[src/logic/iefl_map.vh]
`ifndef IEFL_MAP_VH
`define IEFL_MAP_VH

// ----------------------------------------------------------------------
// Bus geometry
// ----------------------------------------------------------------------
`define IEFL_ADDR_W 11
`define IEFL_IDX_W 9
`define IEFL_IDX_LSB 2
`define IEFL_IDX_MSB 10

// ----------------------------------------------------------------------
// Register indices (byte address is four times the index)
// ----------------------------------------------------------------------
`define IEFL_IDX_CTRL_B0 9'h00B
`define IEFL_IDX_CTRL_B1 9'h08B
`define IEFL_IDX_CTRL_B2 9'h10B
`define IEFL_IDX_CTRL_B3 9'h18B
`define IEFL_IDX_PFLAG 9'h00C
`define IEFL_IDX_PENA 9'h08C
`define IEFL_IDX_CFG 9'h020
`define IEFL_IDX_PORT 9'h021
`define IEFL_IDX_STAT 9'h022
`define IEFL_IDX_MASK 9'h023

// ----------------------------------------------------------------------
// interrupt_control fields
// ----------------------------------------------------------------------
`define IEFL_CTL_GIE 7
`define IEFL_CTL_PERIPHERAL_GROUP_ENABLE 6
`define IEFL_CTL_T0IE 5
`define IEFL_CTL_EXIE 4
`define IEFL_CTL_PCIE 3
`define IEFL_CTL_T0IF 2
`define IEFL_CTL_EXIF 1
`define IEFL_CTL_PCIF 0
`define IEFL_CTL_RST 8'h00

// ----------------------------------------------------------------------
// Peripheral enable / flag fields (same positions in both)
// ----------------------------------------------------------------------
`define IEFL_PER_ADC 6
`define IEFL_PER_SSP 3
`define IEFL_PER_CCP 2
`define IEFL_PER_T2 1
`define IEFL_PER_T1 0
`define IEFL_PER_MASK 8'h4F
`define IEFL_PER_RST 8'h00

// ----------------------------------------------------------------------
// Configuration, port and event status fields
// ----------------------------------------------------------------------
`define IEFL_CFG_EDGE 0
`define IEFL_CFG_RST 1'b1
`define IEFL_PORT_CHG_LSB 4
`define IEFL_PORT_CHG_MSB 7
`define IEFL_PORT_RST 8'h00
`define IEFL_EV_EXT 0
`define IEFL_EV_PCHG 1
`define IEFL_EV_T0 2
`define IEFL_EV_T1 3
`define IEFL_EV_T2 4
`define IEFL_EV_CCP 5
`define IEFL_EV_SSP 6
`define IEFL_EV_ADC 7
`define IEFL_EV_N 8
`define IEFL_STAT_RST 8'h00
`define IEFL_MASK_RST 8'h00

`endif

[src/logic/iefl_edge_det.v]
`timescale 1ns/1ns

module iefl_edge_det (
    input wire core_clk,
    input wire rst,
    input wire pinLevel,
    input wire risingSel,
    output wire edgeSeen
);

    reg prevFf;
    reg armedFf;

    // ------------------------------------------------------------------
    // Previous level; edges count only once a real sample stands in it,
    // so a pin already high or low at release is never taken for an edge
    // ------------------------------------------------------------------
    always @(posedge core_clk or posedge rst) begin
        if (rst) begin
            prevFf <= 1'b0;
            armedFf <= 1'b0;
        end else begin
            prevFf <= pinLevel;
            armedFf <= 1'b1;
        end
    end

    assign edgeSeen = armedFf & (risingSel ? (pinLevel & ~prevFf) : (~pinLevel & prevFf));

endmodule

[src/logic/iefl_top.v]
`timescale 1ns/1ns
`include "iefl_map.vh"

module iefl_top (
    input wire core_clk,
    input wire rst,
    input wire [10:0] avmAddress,
    input wire avmRead,
    input wire avmWrite,
    input wire [31:0] avmWriteData,
    input wire [3:0] avmByteEnable,
    output wire [31:0] avmReadData,
    output wire avmWaitRequest,
    input wire timerZeroOvf,
    input wire timerOneOvf,
    input wire timerTwoMatch,
    input wire captureCompareEvt,
    input wire serialPortEvt,
    input wire adcDoneEvt,
    input wire externalEdgePin,
    input wire [7:0] portBInput,
    output wire coreIrq,
    output wire irq
);

    // ------------------------------------------------------------------
    // Register decode helpers
    // ------------------------------------------------------------------
    function isCtrl;
        input [8:0] idx;
        begin
            isCtrl = (idx == `IEFL_IDX_CTRL_B0) || (idx == `IEFL_IDX_CTRL_B1) ||
                     (idx == `IEFL_IDX_CTRL_B2) || (idx == `IEFL_IDX_CTRL_B3);
        end
    endfunction

    function isMapped;
        input [8:0] idx;
        begin
            isMapped = isCtrl(idx) || (idx == `IEFL_IDX_PFLAG) ||
                       (idx == `IEFL_IDX_PENA) || (idx == `IEFL_IDX_CFG) ||
                       (idx == `IEFL_IDX_PORT) || (idx == `IEFL_IDX_STAT) ||
                       (idx == `IEFL_IDX_MASK);
        end
    endfunction

    // ------------------------------------------------------------------
    // Declarations
    // ------------------------------------------------------------------
    reg ackFf;
    reg [31:0] readDataFf;
    reg [7:0] ctrlFf;
    reg [7:0] nxt_ctrl;
    reg [7:0] perFlagFf;
    reg [7:0] nxt_perFlag;
    reg [7:0] perEnaFf;
    reg edgeSelFf;
    reg [7:0] portLatchFf;
    reg [7:0] statFf;
    reg [7:0] maskFf;
    reg coreIrqFf;
    reg irqFf;
    reg mismatchPrevFf;
    reg [7:0] rdMux;
    reg nxt_coreIrq;
    wire [8:0] regIdx;
    wire busReq;
    wire accept;
    wire wrLane;
    wire [7:0] wrByte;
    wire wrCtrl;
    wire wrPerFlag;
    wire wrPerEna;
    wire wrCfg;
    wire wrMask;
    wire rdPort;
    wire rdStat;
    wire extEdge;
    wire portMismatch;
    wire [7:0] perSet;
    wire [7:0] events;
    wire [7:0] perPending;

    // ------------------------------------------------------------------
    // Avalon slave: one wait cycle, answer at the second edge
    // ------------------------------------------------------------------
    assign regIdx = avmAddress[`IEFL_IDX_MSB:`IEFL_IDX_LSB];
    assign busReq = avmRead | avmWrite;
    assign avmWaitRequest = busReq & ~ackFf;
    assign accept = busReq & ackFf;
    assign avmReadData = readDataFf;
    assign wrLane = avmWrite & accept & avmByteEnable[0];
    assign wrByte = avmWriteData[7:0];
    assign wrCtrl = wrLane & isCtrl(regIdx);
    assign wrPerFlag = wrLane & (regIdx == `IEFL_IDX_PFLAG);
    assign wrPerEna = wrLane & (regIdx == `IEFL_IDX_PENA);
    assign wrCfg = wrLane & (regIdx == `IEFL_IDX_CFG);
    assign wrMask = wrLane & (regIdx == `IEFL_IDX_MASK);
    assign rdPort = avmRead & accept & (regIdx == `IEFL_IDX_PORT);
    assign rdStat = avmRead & accept & (regIdx == `IEFL_IDX_STAT);

    always @(posedge core_clk or posedge rst) begin
        if (rst) begin
            ackFf <= 1'b0;
        end else begin
            ackFf <= busReq & ~ackFf;
        end
    end

    always @* begin
        rdMux = 8'h00;
        if (isCtrl(regIdx)) begin
            rdMux = ctrlFf;
        end else if (regIdx == `IEFL_IDX_PFLAG) begin
            rdMux = perFlagFf;
        end else if (regIdx == `IEFL_IDX_PENA) begin
            rdMux = perEnaFf & `IEFL_PER_MASK;
        end else if (regIdx == `IEFL_IDX_CFG) begin
            rdMux[`IEFL_CFG_EDGE] = edgeSelFf;
        end else if (regIdx == `IEFL_IDX_PORT) begin
            rdMux = portBInput;
        end else if (regIdx == `IEFL_IDX_STAT) begin
            rdMux = statFf;
        end else if (regIdx == `IEFL_IDX_MASK) begin
            rdMux = maskFf;
        end
    end

    // Data captured in the wait cycle; unmapped indices read as zero
    always @(posedge core_clk or posedge rst) begin
        if (rst) begin
            readDataFf <= 32'h00000000;
        end else if (avmRead & ~ackFf) begin
            readDataFf <= isMapped(regIdx) ? {24'h000000, rdMux} : 32'h00000000;
        end
    end

    // ------------------------------------------------------------------
    // Source conditions
    // ------------------------------------------------------------------
    iefl_edge_det uEdge (
        .core_clk(core_clk),
        .rst(rst),
        .pinLevel(externalEdgePin),
        .risingSel(edgeSelFf),
        .edgeSeen(extEdge)
    );

    // The latch follows the port only on a read, so the mismatch lasts
    // until software has looked at the port; it takes the value the read
    // returned, so a change in the accept cycle after the wait cycle is not lost
    always @(posedge core_clk or posedge rst) begin
        if (rst) begin
            portLatchFf <= `IEFL_PORT_RST;
        end else if (rdPort) begin
            portLatchFf <= readDataFf[7:0];
        end
    end

    assign portMismatch = |(portBInput[`IEFL_PORT_CHG_MSB:`IEFL_PORT_CHG_LSB] ^
                            portLatchFf[`IEFL_PORT_CHG_MSB:`IEFL_PORT_CHG_LSB]);

    assign perSet = {1'b0, adcDoneEvt, 2'b00, serialPortEvt, captureCompareEvt,
                     timerTwoMatch, timerOneOvf};

    // ------------------------------------------------------------------
    // Control register: one physical copy behind all four indices
    // ------------------------------------------------------------------
    always @* begin
        nxt_ctrl = ctrlFf;
        if (wrCtrl) begin
            nxt_ctrl = wrByte;
        end
        // Sets are applied after the write so an event never loses to a clear
        if (timerZeroOvf) begin
            nxt_ctrl[`IEFL_CTL_T0IF] = 1'b1;
        end
        if (extEdge) begin
            nxt_ctrl[`IEFL_CTL_EXIF] = 1'b1;
        end
        if (portMismatch) begin
            nxt_ctrl[`IEFL_CTL_PCIF] = 1'b1;
        end
    end

    always @(posedge core_clk or posedge rst) begin
        if (rst) begin
            ctrlFf <= `IEFL_CTL_RST;
        end else begin
            ctrlFf <= nxt_ctrl;
        end
    end

    // ------------------------------------------------------------------
    // Peripheral flag, enable, configuration and mask registers
    // ------------------------------------------------------------------
    always @* begin
        nxt_perFlag = perFlagFf;
        if (wrPerFlag) begin
            nxt_perFlag = wrByte & `IEFL_PER_MASK;
        end
        nxt_perFlag = nxt_perFlag | perSet;
    end

    always @(posedge core_clk or posedge rst) begin
        if (rst) begin
            perFlagFf <= `IEFL_PER_RST;
            perEnaFf <= `IEFL_PER_RST;
            edgeSelFf <= `IEFL_CFG_RST;
            maskFf <= `IEFL_MASK_RST;
        end else begin
            perFlagFf <= nxt_perFlag;
            if (wrPerEna) begin
                perEnaFf <= wrByte & `IEFL_PER_MASK;
            end
            if (wrCfg) begin
                edgeSelFf <= wrByte[`IEFL_CFG_EDGE];
            end
            if (wrMask) begin
                maskFf <= wrByte;
            end
        end
    end

    // ------------------------------------------------------------------
    // Core request
    // ------------------------------------------------------------------
    // Each bit, timer-1 at bit 0 included, passes only with its enable
    assign perPending = perFlagFf & perEnaFf;

    always @* begin
        nxt_coreIrq = ctrlFf[`IEFL_CTL_GIE] & (
            (ctrlFf[`IEFL_CTL_T0IE] & ctrlFf[`IEFL_CTL_T0IF]) |
            (ctrlFf[`IEFL_CTL_EXIE] & ctrlFf[`IEFL_CTL_EXIF]) |
            (ctrlFf[`IEFL_CTL_PCIE] & ctrlFf[`IEFL_CTL_PCIF]) |
            (ctrlFf[`IEFL_CTL_PERIPHERAL_GROUP_ENABLE] & (|perPending)));
    end

    always @(posedge core_clk or posedge rst) begin
        if (rst) begin
            coreIrqFf <= 1'b0;
        end else begin
            coreIrqFf <= nxt_coreIrq;
        end
    end

    assign coreIrq = coreIrqFf;

    // ------------------------------------------------------------------
    // Event status: sticky, cleared by reading, set beats clear
    // ------------------------------------------------------------------
    // Only bits the read returned are cleared, so an event that lands in
    // the wait cycle is still reported by the next read
    always @(posedge core_clk or posedge rst) begin
        if (rst) begin
            mismatchPrevFf <= 1'b0;
        end else begin
            mismatchPrevFf <= portMismatch;
        end
    end

    assign events = {adcDoneEvt, serialPortEvt, captureCompareEvt, timerTwoMatch,
                     timerOneOvf, timerZeroOvf, portMismatch & ~mismatchPrevFf, extEdge};

    genvar gi;
    generate
        for (gi = 0; gi < `IEFL_EV_N; gi = gi + 1) begin : gStat
            always @(posedge core_clk or posedge rst) begin
                if (rst) begin
                    statFf[gi] <= 1'b0;
                end else if (events[gi]) begin
                    statFf[gi] <= 1'b1;
                end else if (rdStat & readDataFf[gi]) begin
                    statFf[gi] <= 1'b0;
                end
            end
        end
    endgenerate

    always @(posedge core_clk or posedge rst) begin
        if (rst) begin
            irqFf <= 1'b0;
        end else begin
            irqFf <= |(statFf & maskFf);
        end
    end

    assign irq = irqFf;

endmodule
[config.mk]
export PLATFORM = sky130hd
export DESIGN_NAME = iefl_top
export DESIGN_NICKNAME = d
export VERILOG_FILES = /design/src/logic/iefl_edge_det.v /design/src/logic/iefl_top.v
export VERILOG_INCLUDE_DIRS = /design/src /design/src/logic
export SDC_FILE = /design/constraint.sdc
export NUM_CORES = 1
export LEC_CHECK = 0
export BUFFER_PORTS_ARGS = -buffer_cell sky130_fd_sc_hd__buf_2
export CAP_MARGIN = 10
export CORE_MARGIN = 5
export CORE_UTILIZATION = 54
export CTS_CLUSTER_SIZE = 20
export DETAILED_ROUTE_END_ITERATION = 10
export PLACE_DENSITY = 0.95
export REMOVE_ABC_BUFFERS = 1
export SLEW_MARGIN = 0
export SYNTH_ARGS = -nofsm -noshare
export SYNTH_HDL_FRONTEND = slang
export SYNTH_SLANG_ARGS = --single-unit
[constraint.sdc]
create_clock -name core_clk -period 3.6 [get_ports core_clk]
set_input_delay 0.72 -clock core_clk [delete_from_list [all_inputs] [get_ports core_clk]]
set_output_delay 0.72 -clock core_clk [all_outputs]
set_load 0.05 [all_outputs]
Word level (Yosys, flattened, before mapping)
Cells that the tools add are included.
{"block": "op_classes", "n_eq_ne": 10, "n_mux": 31, "n_bitwise": 42, "n_reduce_logical": 23}
{"operator": "$mux W8", "count": 8}
{"operator": "$eq A9 B6 Y1 const B", "count": 4}
{"operator": "$and A1 B1 Y1", "count": 30}
{"operator": "$reduce_bool A2 Y1", "count": 11}
{"operator": "$mux W1", "count": 21}
{"operator": "$eq A9 B4 Y1 const B", "count": 2}
{"operator": "$eq A9 B8 Y1 const B", "count": 2}
{"operator": "$eq A9 B9 Y1 const B", "count": 2}
{"operator": "$reduce_or A8 Y1", "count": 2}
{"operator": "$logic_or A1 B1 Y1", "count": 9}
{"operator": "$and A8 B7 Y8", "count": 1}
{"operator": "$and A8 B8 Y8", "count": 1}
{"operator": "$or A8 B7 Y8", "count": 1}
{"operator": "$mux W7", "count": 1}
{"operator": "$not A1 Y1", "count": 4}
{"operator": "$or A1 B1 Y1", "count": 4}
{"operator": "$reduce_or A4 Y1", "count": 1}
{"operator": "$xor A4 B4 Y4", "count": 1}
{"operator": "$mux W3", "count": 1}
{"block": "word_totals", "register_bits": 84, "input_bits": 66, "out_inout_bits": 35, "word_cells": 130}

Longest topological paths before layout
Gate-level depths: netlist of run 1.
{"block": "logic_depth", "word_depth": 11, "depth_mapped": 6, "ltp_nobuf": 4}

Hierarchy
From an unflattened synthesis of run 1, not the netlist that was laid out.
{"block": "unflattened", "cells_unflattened": 255, "hier_area_um2": 2900.3}
{"mod": "iefl_top", "instances": 1, "cells_each": 248, "area_per_inst_um2": 2819.0, "seq_area_each_um2": 1277.5}
{"mod": "iefl_edge_det", "instances": 1, "cells_each": 7, "area_per_inst_um2": 81.3, "seq_area_each_um2": 50.0}

Worst setup path after synthesis of run 1
No wires, ideal clock.
{"block": "synth_timing", "path_type": "input -> register", "start": "input avmAddress[9]", "end": "register readDataFf[4], in the netlist avmReadData[4]", "setup_time_ns": 0.076, "arrival_time_ns": 2.296, "required_ns": 3.524, "slack_ns": 1.228, "path_stages": 6, "n_path_buf": 2, "cell_sequence": "buf_6 -> or4_4 -> buf_6 -> or4_4 -> a21o_1 -> o21ai_1"}
{"block": "synth_between", "elab_chain_cells": 11, "elab_cells_between_ends": 27, "classes_between": "10 x eq/ne; 8 x mux; 9 x reduce/logical"}
{"item": "start, declared", "line": "iefl_top.v:7", "rtl": "input wire [10:0] avmAddress,"}
{"item": "branches (longest 10 deep; another with $eq A9 B6 Y1)"}
{"item": "$mux W8 *", "line": "iefl_top.v:134", "rtl": "readDataFf <= isMapped(regIdx) ? {24'h000000, rdMux} : 32'h00000000;"}
{"item": "end signal, assigned", "line": "iefl_top.v:134"}
{"item": "end, declared", "line": "iefl_top.v:51", "rtl": "reg [31:0] readDataFf;"}
Mark *: on every way between the ends.
A chain may end at the register's enable or synchronous reset.

Worst setup path in the final report of run 1
{"block": "layout_timing", "start": "input avmAddress[2]", "end": "register perFlagFf[6]"}
{"block": "layout_between", "elab_chain_cells": 4}
{"item": "$eq A9 B4 Y1 (no source line)"}
{"item": "$and A1 B1 Y1", "line": "iefl_top.v:95", "rtl": "assign wrPerFlag = wrLane & (regIdx == `IEFL_IDX_PFLAG);"}
{"item": "$mux W8", "line": "iefl_top.v:199", "rtl": "if (wrPerFlag) begin"}
{"item": "$or A8 B7 Y8", "line": "iefl_top.v:202", "rtl": "nxt_perFlag = nxt_perFlag | perSet;"}
{"item": "named net nxt_perFlag[6]", "line": "iefl_top.v:55", "rtl": "reg [7:0] nxt_perFlag;"}
{"item": "end signal, assigned", "line": "iefl_top.v:207", "rtl": "perFlagFf <= `IEFL_PER_RST;"}
{"item": "end signal, assigned", "line": "iefl_top.v:212", "rtl": "perFlagFf <= nxt_perFlag;"}
{"item": "end, declared", "line": "iefl_top.v:54", "rtl": "reg [7:0] perFlagFf;"}
The timed path passes the listed nets, and every way through them passes these cells.

==> results of run 1 <==
path summary, 6_finish.rpt:
check | start | to | slack [ns] | cells past startpoint
max in group asynchronous | rst | edgeSelFf | 2.57 | 3
worst max register to register | ackFf | ctrlFf[1] | 1.68 | 4
worst min register to register | mismatchPrevFf | statFf[1] | 0.42 | 1
min in group core_clk | mismatchPrevFf | statFf[1] | 0.42 | 1
worst max-delay path | avmAddress[2] | perFlagFf[6] | 1.23 | 5
worst min-delay path | rst | portLatchFf[6] | 0.42 | 2
registers in the layout, indices dropped and copies added (netlist names):
name	flops
perEnaFf	5
maskFf	8
uEdge.armedFf	1
portLatchFf	4
ackFf	1
uEdge.prevFf	1
irq	1
mismatchPrevFf	1
edgeSelFf	1
avmReadData	8
perFlagFf	5
ctrlFf	8
coreIrq	1
statFf	8
synth_stat cells (all sizes together):
| cell | count |
|---|---|
| a211o | 6 |
| a21boi | 1 |
| a21o | 10 |
| a21oi | 5 |
| a222oi | 2 |
| a22o | 5 |
| a22oi | 10 |
| a2bb2oi | 3 |
| and3 | 1 |
| buf | 30 |
| clkbuf | 3 |
| conb | 2 |
| dfrtp | 52 |
| dfstp | 1 |
| inv | 2 |
| mux2 | 28 |
| mux2i | 8 |
| mux4 | 1 |
| nand2 | 23 |
| nand2b | 3 |
| nand3 | 3 |
| nand3b | 1 |
| nand4 | 3 |
| nor2 | 9 |
| nor2b | 9 |
| nor3 | 3 |
| nor4 | 3 |
| nor4b | 1 |
| o21ai | 10 |
| o2bb2ai | 1 |
| o31ai | 5 |
| or2 | 1 |
| or3 | 3 |
| or3b | 1 |
| or4 | 2 |
| or4b | 2 |
| xor2 | 4 |
power by group through the flow:
stage,logic [uW],registers [uW],clock network (uW)
3_3_place_gp,159,619,0
3_5_place_dp,161,620,0
4_1_cts,161,608,417
5_1_grt,176,609,445
6_report,166,608,417
2_1_floorplan,107,622,0
cell families (layout without fill, tap and decap cells):
kind of cell	Yosys count	in the layout	synth area share
XOR/XNOR	4	4	0.0122
multiplexers	37	37	0.146
other	2	25	0.00262
buffers and inverters	35	59	0.0830
AND/OR/NAND/NOR	68	68	0.145
flip-flops	53	53	0.464
AO/OA/AOI/OAI	58	58	0.147
worst max-delay path, stage by stage:
cell and delay (ns):
buf_2 0.23, or4b_1 0.70, nor4_4 0.49, nor2b_1 0.14
a211o_1 0.28
per-layer routing:
layer / vias to the layer above / track usage
met1: 1085 / 0.235
li1: 979 / -
met2: 137 / 0.319
met4: 0 / 0.0728
met3: 29 / 0.0535
met5: - / 0
through the flow:
step	cell area (um^2)	total power, uW
2_1_floorplan	2720	729
3_3_place_gp	3050	779
3_5_place_dp	3050	781
4_1_cts	3170	1190
5_1_grt	3190	1230
6_report	3190	1190
cell type report:
type                    instances  share of cell area
well taps                      70              0.0275
repair buffers                 49              0.0824
flip-flops and latches         53               0.417
clock inverters                 1             0.00942
clock buffers                   7              0.0271
multi-input cells             192               0.435
inverters                       2             0.00236
==> run metrics, run 1 <==
fillers=just over 400; Port Buffers=47; Overall Global Routing Usage=0.191; min setup slack post-route=1.23 ns; outcome=completed; Required @ worst endpoint=between 3 and 4 ns; Final min period=2.37 ns; final hold violations=0; post-synthesis sequential area ratio=0.464; data arrival time of the worst path=between 2 and 3 ns; clk sinks=53; met1 WL=between 2000 and 3000 um; number of H-tree levels=2; clock power share=0.350; Congestion Overflow GR=0; postcts setup bufs=0; CTS tree=yes; top post-synthesis cells by area=dfrtp_1, mux2_2, buf_4; DIE WIDTH=82.8 um; cell count after synthesis=about 260; row cnt=26; Clock Pin Slew Worst Setup and Hold Paths=0.09 ns; 1st-pass router iterations=6; DR iter-0 viols=~280; Sw Ratio=0.270; Slew Limit Headroom=0.584; initial antenna violation count=0; root buf cell=clkbuf_8; dpl ws=between 0.9 and 1 ns; Startpoint Class=input pin; highest routed layer=met4; post-route core utilization=0.620; Core Box Area=5140 um^2; CP max FO=17; leakage=0.00146 uW; warnings from Yosys=0; largest net degree at the start of global routing=54; synthesis-stage register bit count=53; Ant. Diodes=0; final WL=6660 um; die area=6860 um^2; GPL Wtd Cong=about 0.95; met2 WL=roughly 3100 um; CTS resizes=0; max_cap viols=0; sequential share of power=0.511; post-route non-filler standard cell count=approximately 370; Via-to-Cell Ratio=around 6.0; fmax=423 MHz; IO Count=between 100 and 150; top cell type's share of synthesized area=0.454; skew final=slightly above 0.008 ns; Synth Area per Inst=between 10 and 15 um^2; Setup TNS=0 ns; Cell variety after synth=45; fin nets=between 300 and 400; first-pass GRT wire length=between 10000 and 15000 um; CTS Buf Count=5; vias in the first global route=~2100; FF+latch area=between 1000 and 1500 um^2; multi-input gate area in the final layout=around 1400 um^2; Slew Limit Fails=0; RSZ-0062 raised after global routing=false; fin crit share=0.657; # DRC=0; layout cell share with drive strength beyond 1=0.313; Setup Viol. Count Final=0; post-synthesis cell area=around 2900 um^2; Bufs on Longest Clock Path=2; placed cells=roughly 370; net switching power=321 uW; commonest non-fill, non-tap cell in the layout=dfrtp_1; Routed Antenna Nets=0; hpwl dp=5000 um; vias after detailed routing=~2200; most frequent cells in the layout=dfrtp_1, buf_2, mux2_2; Die Ht=between 80 and 90 um; DR WL met3=619 um; Fin Hold WS=~0.42 ns; Initial Util=0.557; Worst Hold Class=in2async; peak supply drop=about 0.18 mV; leading area contributor after synthesis=dfrtp_1; Logic pwr share=0.139; Avg WL per Cell=17.8 um; PD cells=between 300 and 400 nW/um^2; # hold bufs at CTS=0; Clk Latency, worst-skew pair=about 0.31 ns; CP endpoint kind=register; Area growth syn-to-layout=11.3%; Int Power=870 uW; Critical Setup Path Class=in2reg; measured slew at the worst slew-check pin=just over 0.6 ns
Power figures use the tool's default switching activity.
==> run 2: changes to the inputs <==
CORE_UTILIZATION = 45   (was 54)
PLACE_DENSITY = 0.87   (was 0.95)
clock period = 2.1 ns   (was 3.6 ns; I/O delays follow)
==> run 2 against run 1 <==
Clock skew about the same. Clock-buffer cell count decreased by 2. Sequential share of layout area decreased by 1.6 points. Global-route usage decreased by 0.98 points. Cell count increased by 5.1%. Highest routed layer unchanged. Sequential power increased by 71%. Via count decreased by 0.22%. Routed wire length increased by 7.2%. Combinational power increased by 79%. Critical endpoint is now avmReadData[1]. Register-to-register slack got worse by 1.3 ns.
==> run metrics, run 2 (synthesis gave the netlist of run 1 again) <==
clk sinks=53; placed cells=385; IO Count=101; Bufs on Longest Clock Path=2; 1st-pass router iterations=4; Clk Latency, worst-skew pair=between 0.3 and 0.4 ns; hpwl dp=5610 um; first-pass GRT wire length=11800 um; Avg WL per Cell=18.2 um; largest net degree at the start of global routing=32; RSZ-0062 raised after global routing=false; CTS Buf Count=5; post-route non-filler standard cell count=roughly 390; vias in the first global route=2303; DIE WIDTH=~90 um; Port Buffers=47; fin nets=roughly 380; initial antenna violation count=0; Startpoint Class=input pin; outcome=completed; Setup Viol. Count Final=0; Ant. Diodes=0; layout cell share with drive strength beyond 1=0.342; vias after detailed routing=~2200; fillers=around 550; max_cap viols=0; Area growth syn-to-layout=15.7%; Congestion Overflow GR=0; # hold bufs at CTS=0; peak supply drop=around 0.52 mV; Via-to-Cell Ratio=about 5.7; leakage=~0.0015 uW; final WL=7140 um; PD cells=just over 600 nW/um^2; skew final=0.00804 ns; r2r worst-path depth=4; final hold violations=0; fmax=544 MHz; fin crit share=0.876; Critical Setup Path Class=in2reg; measured slew at the worst slew-check pin=roughly 0.67 ns; DR iter-0 viols=approximately 170; Worst Hold Class=in2async; Overall Global Routing Usage=0.181; most frequent cells in the layout=dfrtp_1, buf_2, mux2_2; Clock Pin Slew Worst Setup and Hold Paths=around 0.10 ns; number of H-tree levels=2; GPL Wtd Cong=0.938; Final min period=1.84 ns; CP max FO=4; data arrival time of the worst path=approximately 2 ns; root buf cell=clkbuf_8; CTS resizes=0; row cnt=29; CTS tree=yes; min setup slack post-route=roughly 0.26 ns; Required @ worst endpoint=2.32 ns; postcts setup bufs=0; die area=8060 um^2; commonest non-fill, non-tap cell in the layout=dfrtp_1; Die Ht=approximately 90 um; CP endpoint kind=register; Initial Util=0.456; Slew Limit Fails=0; Routed Antenna Nets=0; Core Box Area=between 6000 and 7000 um^2; Slew Limit Headroom=0.551; # DRC=0; dpl ws=-0.0277 ns
run 2: cell types whose count changed in the layout (fill, tap and decap cells not counted), sizes merged:
| cell | delta |
|---|---|
| buf | +12 |
| clkbuf | -2 |
| clkinv | +1 |
| inv | +1 |
run 2: final timing paths:
path,start,to,slack [ns]
setup / recovery,avmAddress[8],avmReadData[1],0.26
hold / removal,rst,maskFf[0],0.20
setup reg to reg,ackFf,ctrlFf[4],0.39
hold reg to reg,mismatchPrevFf,statFf[1],0.42
max in group asynchronous,rst,statFf[7],1.35
min in group core_clk,externalEdgePin,uEdge.prevFf,0.24
run 2: per-layer routing:
layer  GRT usage  part of all wire  vias to the layer above
met2       0.307              0.51                      107
met5           0                 0                        -
met4      0.0844             0.029                        0
met1       0.220              0.38                     1093
li1            -                 -                     1008
met3      0.0384             0.075                       17
run 2: final cells by class:
class	count	area [um^2]	area share
Tap cell	77	96.3	0.0291
Multi-Input combinational cell	192	1390	0.418
Clock inverter	3	50.0	0.0151
Clock buffer	5	68.8	0.0208
Timing Repair Buffer	61	378	0.114
Inverter	2	7.51	0.00227
Sequential cell	53	1330	0.401
run 2: worst max-delay path: stages:
cell,delay (ns)
buf_2,0.11
or4b_1,0.67
buf_4,0.20
a21oi_1,0.11
o21ai_0,0.21
o31ai_1,0.33
run 2: power breakdown:
group          leakage [uW]  switching [uW]  total (uW)  internal (uW)
Clock             0.0000603             353         718            366
Combinational      0.000830             218         297           79.1
Sequential         0.000642            10.8        1040           1030
Total               0.00153             581        2060           1480
run 2: per-stage QoR:
step	hold WS [ns]	setup TNS, ns	total power [uW]	util	area (um^2)
detailed placement	0.416	-0.163	1360	0.509	3190
floorplan	0.393	0	1250	-	2720
CTS	0.206	0	2070	0.528	3310
finish	0.197	0	2060	0.528	3310
global route	0.227	0	2150	0.528	3310
global placement	0.403	-0.0100	1350	0.509	3190
==> run 3: changes to the inputs <==
MAX_ROUTING_LAYER = met4   (was unset)
==> run 3 against run 2 <==
Global-route usage rose by 0.39 points. Cell count increased by 0.76%. Sequential power barely moved. Non-clock buffer count rose by 3. Clock power shrank 18%. Flip-flop and latch count is the same. Largest power group unchanged. Hold slack worse by 0.078 ns. Clock-buffer cell count unchanged. Routed wire length is 0.76% higher.
==> run metrics, run 3 (synthesis gave the netlist of run 1 again) <==
Via-to-Cell Ratio=~5.8; DR iter-0 viols=between 200 and 250; Core Box Area=between 6000 and 7000 um^2; Startpoint Class=input pin; Setup TNS=0 ns; 1st-pass router iterations=5; row cnt=29; Initial Util=0.456; RSZ-0062 raised after global routing=false; max incr delay on CP=around 0.67 ns; max_cap viols=0; CP max FO=4; most frequent cells in the layout=dfrtp_1, buf_2, mux2_2; Required @ worst endpoint=2.33 ns; CTS tree=yes; Bufs on Longest Clock Path=2; reg2reg setup slack=0.41 ns; post-route core utilization=0.527; fmax=approximately 560 MHz; Sw Ratio=0.301; outcome=completed; Worst Hold Class=in2async; fin crit share=0.858; Logic pwr share=0.156; final WL=between 7000 and 8000 um; skew final=a little over 0.007 ns; # hold bufs at CTS=0; final instance area=3310 um^2; FF+latch area=about 1300 um^2; net switching power=581 uW; # DRC=0; largest net degree at the start of global routing=24; final hold violations=0; number of H-tree levels=2; Ant. Diodes=0; initial antenna violation count=0; Port Buffers=47; Clk Latency, worst-skew pair=between 0.3 and 0.4 ns; critical path cell sequence=buf_2 > or4b_1 > buf_4 > a21oi_1 > o21ai_0 > o31ai_1; peak supply drop=~0.31 mV; CTS resizes=0; Slew Limit Fails=0; Setup Viol. Count Final=0; root buf cell=clkbuf_8; Critical Setup Path Class=in2reg; Routed Antenna Nets=0; fin nets=between 300 and 400; Avg WL per Cell=between 15 and 20 um; Int Power=roughly 1300 uW; GPL Wtd Cong=between 0.9 and 1; Area growth syn-to-layout=15.5%; leakage=roughly 0.0015 uW; Final min period=between 1.5 and 2 ns; vias after detailed routing=approximately 2300; Clock Pin Slew Worst Setup and Hold Paths=about 0.1 ns; fillers=roughly 570; hpwl dp=around 5600 um; die area=~8100 um^2; measured slew at the worst slew-check pin=between 0.6 and 0.7 ns; DIE WIDTH=89.8 um; postcts setup bufs=0; placed inst area=around 3200 um^2; Slowest-stage cell, CP=or4b_1; sequential share of power=0.540; Congestion Overflow GR=0; data arrival time of the worst path=2.03 ns; Die Ht=89.8 um; commonest non-fill, non-tap cell in the layout=dfrtp_1; Slew Limit Headroom=0.569; vias in the first global route=approximately 2300; IO Count=roughly 100; clk sinks=53; CP endpoint kind=register; CTS Buf Count=5; clock power share=0.305; layout cell share with drive strength beyond 1=0.348; multi-input gate area in the final layout=roughly 1400 um^2; first-pass GRT wire length=11700 um; Overall Global Routing Usage=0.185; PD cells=a little under 600 nW/um^2
-- run 3: worst paths after layout --
path,to,from,cells past startpoint
worst max-delay path,avmReadData[2],avmAddress[8],6
worst min-delay path,ctrlFf[1],rst,2
worst max register to register,ctrlFf[1],ackFf,4
worst min register to register,statFf[1],mismatchPrevFf,1
max in group asynchronous,avmReadData[6],rst,3
min in group core_clk,uEdge.prevFf,externalEdgePin,1
-- run 3: per-layer routing --
metal,track usage,share of wire,vias to the layer above
met3,0.0451,0.071,26
met2,0.306,0.50,117
li1,-,-,1012
met4,0.0730,0.032,0
met1,0.217,0.40,1134
met5,-,0,-
-- run 3: layout make-up --
| cell class | instances | area share |
|---|---|---|
| Clock buffer | 5 | 0.0208 |
| Clock inverter | 3 | 0.00643 |
| Inverter | 2 | 0.00227 |
| Sequential cell | 53 | 0.401 |
| Tap cell | 77 | 0.0291 |
| Timing Repair Buffer | 64 | 0.121 |
| Multi-Input combinational cell | 192 | 0.419 |
-- run 3: worst max-delay path, delay by kind of cell --
family | cells | cell delay (ns)
simple gates | 1 | 0.67
compound gates | 3 | 0.62
buf+inv | 2 | 0.31
-- run 3: per-stage QoR --
step	setup slack, ns	std cells	hold WS, ns	power [uW]
final	0.298	396	0.119	1930
after global routing	0.188	396	0.169	2000
after CTS	0.303	396	0.134	1930
after detailed placement	-0.0294	388	0.413	1360
after global placement	-0.00888	388	0.403	1360
after floorplan	0.0676	247	0.393	1250
-- run 3: power by group through the flow --
stage	sequential, uW	combinational [uW]	clock, uW
2_1_floorplan	1070	184	0
3_3_place_gp	1060	294	0
3_5_place_dp	1060	298	0
4_1_cts	1040	300	590
5_1_grt	1040	322	638
6_report	1040	301	588
